<file path="config.mk">
export PLATFORM = sky130hd
export DESIGN_NAME = cpu_clock_select_divider
export DESIGN_NICKNAME = d
export VERILOG_FILES = /design/src/verilog/cpu_clock_pkg.sv /design/src/verilog/cpu_clock_select_divider.sv
export VERILOG_INCLUDE_DIRS = /design/src /design/src/verilog
export SDC_FILE = /design/constraint.sdc
export NUM_CORES = 1
export LEC_CHECK = 0
export BUFFER_PORTS_ARGS = -buffer_cell sky130_fd_sc_hd__buf_4
export CORE_ASPECT_RATIO = 0.7
export CORE_UTILIZATION = 48
export CTS_BUF_LIST = sky130_fd_sc_hd__clkbuf_4 sky130_fd_sc_hd__clkbuf_8
export DETAILED_ROUTE_END_ITERATION = 12
export PLACE_DENSITY = 0.86
export RECOVER_POWER = 25
export SYNTH_ARGS = -nofsm -noshare
export SYNTH_HDL_FRONTEND = slang
export SYNTH_SLANG_ARGS = --single-unit
</file>
<file path="constraint.sdc">
create_clock -name core_clk -period 6.5 [get_ports core_clk]
set_clock_uncertainty 0.15 [all_clocks]
set_input_delay 0.65 -clock core_clk [delete_from_list [all_inputs] [get_ports core_clk]]
set_output_delay 0.65 -clock core_clk [all_outputs]
set_load 0.05 [all_outputs]
</file>
<file path="src/verilog/cpu_clock_params.svh">
`ifndef CPU_CLOCK_PARAMS_SVH
`define CPU_CLOCK_PARAMS_SVH

// ----------------------------------------------------------------------
// Register location and reset value
// ----------------------------------------------------------------------
`define PCLK_CTRL_ADDR      16'hFFFB
`define PCLK_CTRL_RESET     8'h00

// ----------------------------------------------------------------------
// Field positions
// ----------------------------------------------------------------------
`define BIT_MAIN_OSC_STOP   7
`define BIT_FB_RES_OFF      6
`define BIT_SUB_STATUS      5
`define BIT_SUB_SELECT      4
`define BIT_ZERO3           3
`define DIV_MSB             2

// ----------------------------------------------------------------------
// Division codes and instruction timing
// ----------------------------------------------------------------------
`define DIV_CODE_1          3'h0
`define DIV_CODE_2          3'h1
`define DIV_CODE_4          3'h2
`define DIV_CODE_8          3'h3
`define DIV_CODE_16         3'h4
`define SUB_DIV_M1          4'h1
`define INSTR_MIN_CLOCKS    2

`endif

</file>
<file path="src/verilog/cpu_clock_pkg.sv">
`default_nettype none
package cpu_clock_pkg;

    // Source the CPU clock is taken from
    typedef enum logic [1:0] {
        SRC_RING,
        SRC_X1,
        SRC_SUB
    } clk_src_t;

    // One tick per cycle of each oscillator, sampled on core_clk
    typedef struct packed {
        logic x1;
        logic ring;
        logic sub;
    } osc_tick_t;

    // CPU memory access to the control register
    typedef struct packed {
        logic [15:0] addr;
        logic        wr_byte;
        logic        wr_bit;
        logic [2:0]  bit_idx;
        logic        bit_val;
        logic [7:0]  wdata;
        logic        rd;
    } mem_req_t;

endpackage
`default_nettype wire

</file>
<file path="src/verilog/cpu_clock_select_divider.sv">
`timescale 1ns/10ps
`default_nettype none
`include "cpu_clock_params.svh"

module cpu_clock_select_divider
    import cpu_clock_pkg::*;
#(
    parameter bit RING_DIV2_OK = 1'b1
) (
    input  wire logic       core_clk,
    input  wire logic       rstn,
    input  wire mem_req_t   mem_req,
    input  wire osc_tick_t  osc_tick,
    input  wire logic       main_clock_select_bit,
    input  wire logic       x1_stop_alt_bit,
    output logic [7:0]      rd_data_ff,
    output logic            x1_stop_ff,
    output logic            feedback_resistor_off_ff,
    output logic            main_clock_status_bit_ff,
    output clk_src_t        cpu_src_ff,
    output logic            cpu_tick_ff,
    output logic            instr_tick_ff
);

    // Elaboration check: the grade switch is a single flag
    if (RING_DIV2_OK !== 1'b0 && RING_DIV2_OK !== 1'b1) begin : g_bad_grade
        $error("RING_DIV2_OK must be 0 or 1");
    end

    // ------------------------------------------------------------------
    // Divide ratio lookup
    // ------------------------------------------------------------------
    // Prohibited codes fall back to the undivided clock so the CPU never
    // stalls on a bad write; the subclock always runs at half rate.
    function automatic logic [3:0] ratio_m1(input clk_src_t src, input logic [2:0] code);
        logic [3:0] r;
        r = 4'h0;
        if (src == SRC_SUB) begin
            r = `SUB_DIV_M1;
        end else if (src == SRC_RING) begin
            if (code == `DIV_CODE_2 && RING_DIV2_OK) begin
                r = 4'h1;
            end
        end else begin
            case (code)
                `DIV_CODE_2:  r = 4'h1;
                `DIV_CODE_4:  r = 4'h3;
                `DIV_CODE_8:  r = 4'h7;
                `DIV_CODE_16: r = 4'hF;
                default:      r = 4'h0;
            endcase
        end
        return r;
    endfunction

    function automatic logic src_tick(input clk_src_t src, input osc_tick_t t);
        logic v;
        v = 1'b0;
        case (src)
            SRC_RING: v = t.ring;
            SRC_X1:   v = t.x1;
            SRC_SUB:  v = t.sub;
            default:  v = 1'b0;
        endcase
        return v;
    endfunction

    // ------------------------------------------------------------------
    // Control register storage
    // ------------------------------------------------------------------
    typedef enum logic {
        SW_RUN,
        SW_WAIT
    } sw_state_t;

    logic       main_osc_stop_bit_ff;
    logic       feedback_resistor_off_bit_ff;
    logic       subclock_select_ff;
    logic [2:0] divider_sel_ff;
    logic       subclock_status_ff;
    sw_state_t  sw_state_ff;
    logic [3:0] div_cnt_ff;
    logic       instr_phase_ff;

    wire logic       hit        = (mem_req.addr == `PCLK_CTRL_ADDR);
    wire logic       byte_wr    = hit & mem_req.wr_byte;
    wire logic       bit_wr     = hit & mem_req.wr_bit & ~mem_req.wr_byte;
    wire logic [7:0] cur_view   = {main_osc_stop_bit_ff, feedback_resistor_off_bit_ff,
                                   subclock_status_ff, subclock_select_ff, 1'b0,
                                   divider_sel_ff};

    // Bit write is a read-modify-write of the current view
    logic [7:0] bit_merge;
    always_comb begin
        bit_merge = cur_view;
        bit_merge[mem_req.bit_idx] = mem_req.bit_val;
    end

    wire logic [7:0] wr_val     = byte_wr ? mem_req.wdata : bit_merge;
    wire logic       any_wr     = byte_wr | bit_wr;

    // Bit 5 and bit 3 are not stored; bit 3 always reads zero
    always_ff @(posedge core_clk) begin
        if (!rstn) begin
            main_osc_stop_bit_ff         <= 1'b0;
            feedback_resistor_off_bit_ff <= 1'b0;
            subclock_select_ff           <= 1'b0;
            divider_sel_ff               <= 3'h0;
        end else if (any_wr) begin
            main_osc_stop_bit_ff         <= wr_val[`BIT_MAIN_OSC_STOP];
            feedback_resistor_off_bit_ff <= wr_val[`BIT_FB_RES_OFF];
            subclock_select_ff           <= wr_val[`BIT_SUB_SELECT];
            divider_sel_ff               <= wr_val[`DIV_MSB:0];
        end
    end

    // Read data is registered; unaddressed reads return zero
    always_ff @(posedge core_clk) begin
        if (!rstn) begin
            rd_data_ff <= 8'h00;
        end else begin
            rd_data_ff <= (hit & mem_req.rd) ? cur_view : 8'h00;
        end
    end

    // ------------------------------------------------------------------
    // Source selection and glitch-free switch
    // ------------------------------------------------------------------
    // The main select picks ring or X1; the subclock select overrides.
    // Leaving the subclock is only safe once X1 is already running;
    // the hardware does not police that, software must.
    wire clk_src_t   want_src   = subclock_select_ff ? SRC_SUB :
                                  (main_clock_select_bit ? SRC_X1 : SRC_RING);
    wire logic       new_tick   = src_tick(want_src, osc_tick);
    wire logic       cur_tick   = src_tick(cpu_src_ff, osc_tick);
    wire logic [3:0] ratio      = ratio_m1(cpu_src_ff, divider_sel_ff);
    wire logic       div_wrap   = cur_tick & (div_cnt_ff >= ratio);
    wire logic       switch_now = (sw_state_ff == SW_WAIT) & new_tick;

    // Wait for the old divided clock to finish a period, then for the
    // first tick of the new source, so no runt CPU pulse is produced.
    always_ff @(posedge core_clk) begin
        if (!rstn) begin
            sw_state_ff <= SW_RUN;
            cpu_src_ff  <= SRC_RING;
        end else begin
            case (sw_state_ff)
                SW_RUN: begin
                    if (want_src != cpu_src_ff && (div_wrap || div_cnt_ff == 4'h0)) begin
                        sw_state_ff <= SW_WAIT;
                    end
                end
                SW_WAIT: begin
                    if (want_src == cpu_src_ff) begin
                        sw_state_ff <= SW_RUN;
                    end else if (new_tick) begin
                        cpu_src_ff  <= want_src;
                        sw_state_ff <= SW_RUN;
                    end
                end
                default: sw_state_ff <= SW_RUN;
            endcase
        end
    end

    // Status bits follow the source actually driving the CPU. While on
    // the subclock the main status follows the main select, so software
    // can see X1 ready before it leaves the subclock.
    always_ff @(posedge core_clk) begin
        if (!rstn) begin
            subclock_status_ff       <= 1'b0;
            main_clock_status_bit_ff <= 1'b0;
        end else begin
            subclock_status_ff       <= (cpu_src_ff == SRC_SUB);
            main_clock_status_bit_ff <= (cpu_src_ff == SRC_X1)
                                      | ((cpu_src_ff == SRC_SUB) & main_clock_select_bit);
        end
    end

    // ------------------------------------------------------------------
    // Divider and instruction pacing
    // ------------------------------------------------------------------
    always_ff @(posedge core_clk) begin
        if (!rstn || switch_now) begin
            div_cnt_ff  <= 4'h0;
            cpu_tick_ff <= 1'b0;
        end else begin
            cpu_tick_ff <= div_wrap;
            if (div_wrap) begin
                div_cnt_ff <= 4'h0;
            end else if (cur_tick) begin
                div_cnt_ff <= div_cnt_ff + 4'h1;
            end
        end
    end

    // One instruction slot every second CPU clock
    always_ff @(posedge core_clk) begin
        if (!rstn) begin
            instr_phase_ff <= 1'b0;
            instr_tick_ff  <= 1'b0;
        end else begin
            instr_tick_ff <= cpu_tick_ff & instr_phase_ff;
            if (cpu_tick_ff) begin
                instr_phase_ff <= ~instr_phase_ff;
            end
        end
    end

    // ------------------------------------------------------------------
    // Oscillator controls
    // ------------------------------------------------------------------
    // On the ring clock only the alternate stop bit acts; on the
    // subclock only bit 7 acts; on X1 neither may stop its own clock.
    always_ff @(posedge core_clk) begin
        if (!rstn) begin
            x1_stop_ff               <= 1'b0;
            feedback_resistor_off_ff <= 1'b0;
        end else begin
            x1_stop_ff <= ((cpu_src_ff == SRC_SUB) & main_osc_stop_bit_ff)
                        | ((cpu_src_ff == SRC_RING) & x1_stop_alt_bit);
            feedback_resistor_off_ff <= feedback_resistor_off_bit_ff;
        end
    end

endmodule
`default_nettype wire

</file>
==> Word-level counts from Yosys, hierarchy flattened <==
Index checks and enable logic that the tools add are counted.
{ "word_totals": {"out_inout_bits": 15, "ff_bits": 28, "in_bits": 38} }
{ "op_classes": {"mux": 16, "n_lt_le_gt_ge": 3, "eq_ne": 11, "n_bitwise": 17, "n_addsub": 1, "reduce_logical": 11} }
{ "ops": {"columns": ["op", "count"], "rows": [
  ["equality test 16 bit, second input constant", 1],
  ["case mux 4 bit (4 select lines)", 1],
  ["AND 1 bit", 10],
  ["bitwise mux 8 bit", 1],
  ["2-to-1 mux 4 bit", 2],
  ["2-to-1 mux 8 bit", 1],
  ["equality test 3 x 2 -> 1 bit, second input constant", 2],
  ["2-to-1 mux 1 bit", 6],
  ["case mux 1 bit (3 select lines)", 2],
  ["adder 4 x 1 -> 4 bit, second input constant", 1],
  ["equality test 2 x 1 -> 1 bit, second input constant", 2],
  ["equality test 2 bit, second input constant", 2],
  [">= comparator 4 bit", 1],
  ["zero test 2 bit", 2],
  ["zero test 4 bit", 1],
  ["less-than comparator 3 x 4 -> 1 bit, second input constant", 1],
  ["inverter 1 bit", 4],
  ["demux 1 bit (select 3 bit)", 1],
  ["equality test 3 x 1 -> 1 bit, second input constant", 1],
  ["equality test 3 bit, second input constant", 1],
  [">= comparator 3 x 1 -> 1 bit, second input constant", 1],
  ["OR 1 bit", 3],
  ["AND reduction 3 bit", 1],
  ["equality test 2 bit", 1],
  ["8 further kinds", 10]
]} }

==> Depth between registers and ports, before layout <==
{ "logic_depth": {"word_depth": 10, "mapped_depth": 9, "mapped_depth_nobuf": 9} }

==> Least setup slack after synthesis <==
Ideal clock, no wire load.
{ "synth_timing": {"kind": "register -> register", "startpoint": "register cpu_src_ff[0]", "endpoint": "register div_cnt_ff[1]", "required_ps": 6285, "path_stages_with_launch": 10, "arrival_time_ps": 2188, "path_slack_ps": 4096, "cell_sequence": "dfxtp_1 -> clkbuf_1 -> mux2i_1 -> o221ai_1 -> ha_1 -> nand2b_1 -> a21oi_1 -> o21ai_0 -> a21oi_1 -> nor2b_1"} }
{ "synth_via": {"elab_chain_len": 6} }
{ "synth_rtl": {"columns": ["item", "line_no", "text"], "rows": [
  ["from (decl)", "cpu_clock_select_divider.sv:20", "output clk_src_t cpu_src_ff,"],
  ["from (signal assigned)", "cpu_clock_select_divider.sv:157", "cpu_src_ff <= want_src;"],
  ["zero test 2 bit", "cpu_clock_select_divider.sv:40, cpu_clock_select_divider.sv:59", null],
  ["2-to-1 mux 4 bit", "cpu_clock_select_divider.sv:40", "end else if (src == SRC_RING) begin"],
  ["2-to-1 mux 4 bit", "cpu_clock_select_divider.sv:38", "if (src == SRC_SUB) begin"],
  [">= comparator 4 bit", "cpu_clock_select_divider.sv:137", "wire logic div_wrap = cur_tick & (div_cnt_ff >= ratio);"],
  ["AND 1 bit", "cpu_clock_select_divider.sv:137", null],
  ["OR reduction 2 bit (no source line)", null, null],
  ["to (signal assigned)", "cpu_clock_select_divider.sv:192", "div_cnt_ff <= div_cnt_ff + 4'h1;"],
  ["to (decl)", "cpu_clock_select_divider.sv:82", "logic [3:0] div_cnt_ff;"]
]} }
Parallel ways exist; a longest one is shown, timed or not.
A chain may end at the register's enable or synchronous reset.

==> Final worst setup path <==
{ "layout_timing": {"startpoint": "input mem_req[17] (netlist name)", "endpoint": "register divider_sel_ff[0]"} }
{ "layout_via": {"elab_chain_len": 4} }
{ "layout_rtl": {"columns": ["item", "line_no", "text"], "rows": [
  ["from (decl)", "cpu_clock_select_divider.sv:12", "input wire mem_req_t mem_req,"],
  ["equality test 16 bit (no source line) *", null, null],
  ["AND 1 bit (2 in a row)", "cpu_clock_select_divider.sv:87", "wire logic bit_wr = hit & mem_req.wr_bit & ~mem_req.wr_byte;"],
  ["OR 1 bit", "cpu_clock_select_divider.sv:100", "wire logic any_wr = byte_wr | bit_wr;"],
  ["to (signal assigned)", "cpu_clock_select_divider.sv:113", "divider_sel_ff <= wr_val[`DIV_MSB:0];"],
  ["to (decl)", "cpu_clock_select_divider.sv:79", "logic [2:0] divider_sel_ff;"]
]} }
Mark *: on every way between the ends. The rest lies on a longest branch, timed or not.

==> impl_metrics.json <==
{
  "num_antenna_cells": 0,
  "cts_tree": "yes",
  "viasPerCell": 5.42,
  "worstSetupEndpointType": "flop",
  "netlist_instances": 148,
  "grtUsageTotal_pct": 23.4,
  "fin_crit_sh_pct": 35.5,
  "synth_top_area_share_pct": 40.3,
  "synth.most_common_cell": "dfxtp_1",
  "holdBufCountCts": 0,
  "nets": 241,
  "syn_nets": 192,
  "postCtsResizedCells": 0,
  "core_region_area_mm2": 0.00255,
  "path_class": "primary input to flop",
  "start_util_pct": 52.5,
  "syn2layout_area_growth_pct": 31.2,
  "avgSynthCellArea_um2": 9.05,
  "rows": 15,
  "highest_layer": "met4",
  "die_area_mm2": 0.00301,
  "leakage_nw": 0.737,
  "yosys-top-cells-count": "dfxtp_1, nand2_1, and2_1, a21oi_1, o21ai_0",
  "wl_met3_um": 184,
  "hold-worst-slack_ns": 0.284,
  "drc": 0,
  "netlist_area_mm2": 0.00134,
  "finalWirelength_mm": 3.11,
  "fin_setup_tns_ns": 0,
  "clock.fmax_ghz": 0.434,
  "fp.dieH_um": 46.2,
  "place_congestion": 0.819,
  "synth-edff-count": 0,
  "synthFlopType": "dfxtp_1",
  "final-setup-viol-count": 0,
  "finalHoldViolations": 0,
  "p_comb_share_pct": 14.2,
  "ctsHtreeMaxLevel": 1,
  "routedWlPerCell_um": 13.5,
  "grt_setup_unrepaired": "false",
  "postCtsSetupBuffers": 0,
  "min_path_type": "flop to flop",
  "yosysTopAreaCell": "dfxtp_1",
  "status": "complete, no violations",
  "firstDrtPassIters": 4,
  "ios": 53,
  "met1Wirelength_mm": 1.42,
  "cts_made_buffers": 3,
  "die_w_um": 65.2,
  "drive_gt1_share_pct": 26.5,
  "yosysWarnings": 0,
  "netSwitchingPower_uw": 77.0,
  "peakVddDrop_uv": 146,
  "crit_fanout": 9,
  "worst_slew_pin_slew_ns": 0.603,
  "critPathRequiredTime_ns": 6.52,
  "p_per_area_mw_per_mm2": 177,
  "clockBufferDepth": 2,
  "drv_cap": 0,
  "internal_power_uw": 234,
  "insertion_delay_ns": 0.27,
  "dp_hpwl_mm": 2.39,
  "synth.distinct_cells": 38,
  "slew_headroom_pct": 60.0,
  "grt_pass1_wl_mm": 5.13,
  "initialDrtViolationCount": 55,
  "slew_violations": 0,
  "antenna_found_initial": 0,
  "swShare_pct": 24.8,
  "cp-start-kind": "primary input",
  "r2r_slack_ns": 4.21,
  "arrival_ns": 2.33,
  "ant_nets": 0,
  "grt_max_degree": 17,
  "met2WireLength_mm": 1.44,
  "seqPwrFrac_pct": 55.1,
  "cts.sink_count": 27,
  "min_period_ns": 2.31,
  "seq_area_frac_synth_pct": 40.3,
  "grt_overflow_total": 0,
  "pwr-share-clk_pct": 30.7,
  "ys_ff_latch": 27,
  "synth_area_leaders": "dfxtp_1, and2_1, ha_1",
  "clkTransAtPathRegs_ns": 0.09,
  "io_buffers": 49,
  "grt_pass1_vias": 1149,
  "vias": 1246,
  "async_reset_ff_share_pct": 0,
  "cts_root_buf": "clkbuf_8"
}
per-stage QoR:
step	instances	total power [mW]	cell area [um2]	utilization, %	setup slack [ns]
floorplan	148	0.195	1340	-	4.10
global placement	226	0.218	1720	67.5	4.02
detailed placement	226	0.219	1720	67.5	3.94
CTS	230	0.314	1770	69.5	4.21
global route	230	0.323	1760	68.9	4.00
finish	230	0.311	1760	68.9	4.19
registers in the layout, summed over array words and instances (netlist names), 2 cells and up:
name            count
rd_data_ff          7
divider_sel_ff      3
cpu_src_ff          2
div_cnt_ff          4
path summary, 6_finish.rpt:
kind | from | end | depth (start not counted)
worst max-delay path | mem_req[17] | divider_sel_ff[0] | 6
worst min register to register | subclock_status_ff | rd_data_ff[5] | 1
worst max register to register | divider_sel_ff[2] | div_cnt_ff[1] | 9
worst min-delay path | subclock_status_ff | rd_data_ff[5] | 1
cell families after synthesis:
kind of cell | after synthesis | synth area share, %
AO/OA/AOI/OAI | 35 | 17.1
XOR/XNOR | 5 | 3.27
adder cells (fa/ha/maj) | 6 | 5.60
buffers and inverters | 10 | 3.36
flip-flops | 27 | 40.3
multiplexers | 6 | 4.58
other | 1 | 0.280
AND/OR/NAND/NOR | 58 | 25.5
per-layer routing:
layer / GRT usage [%] / vias to the layer above
met1: 28.1 / 567
met3: 6.68 / 8
met5: 0 / -
met4: 10.0 / 0
met2: 40.0 / 47
li1: - / 624
final cells by class:
cell class / instances / area [um2]
fill: 210 / 795
multi-input combinational: 111 / 754
sequential: 27 / 541
timing repair buffer: 49 / 353
tap: 34 / 42.5
clock buffer: 3 / 41.3
inverter: 5 / 18.8
clock inverter: 1 / 7.51
layout by cell type (no fill, tap or decap), types with 2 or more instances in the layout:
master    Yosys  layout
a21boi_0      2       2
a21oi_1      10      10
a31oi_1       2       2
and2_1       12      11
and3_1        3       3
buf_4         2      45
clkbuf_1      3       4
clkbuf_8      0       3
dfxtp_1      27      27
ha_1          6       6
inv_1         5       5
mux2i_1       5       5
nand2_1      14      14
nand2b_1      3       3
nand3b_1      2       2
nand4_1       4       4
nand4b_1      2       2
nor2_1        6       6
nor2b_1       3       3
nor3b_1       4       4
nor4_1        2       2
o211ai_1      2       2
o21ai_0       8       8
o221ai_1      3       3
xnor2_1       3       3
xor2_1        2       2
power groups by stage:
| stage | logic, mW | registers, mW | clock network [mW] |
|---|---|---|---|
| after floorplan | 0.0160 | 0.179 | 0 |
| after global placement | 0.0429 | 0.175 | 0 |
| after detailed placement | 0.0443 | 0.175 | 0 |
| after CTS | 0.0446 | 0.171 | 0.0978 |
| after global routing | 0.0482 | 0.172 | 0.103 |
| final | 0.0441 | 0.171 | 0.0956 |
critical path, cell delays in order:
cell,delay [ns]
buf_4,0.10
nand4b_1,0.21
or4_1,0.70
nor4_1,0.41
nand2b_1,0.11
nor3b_1,0.14
Power figures use the tool's default switching activity.
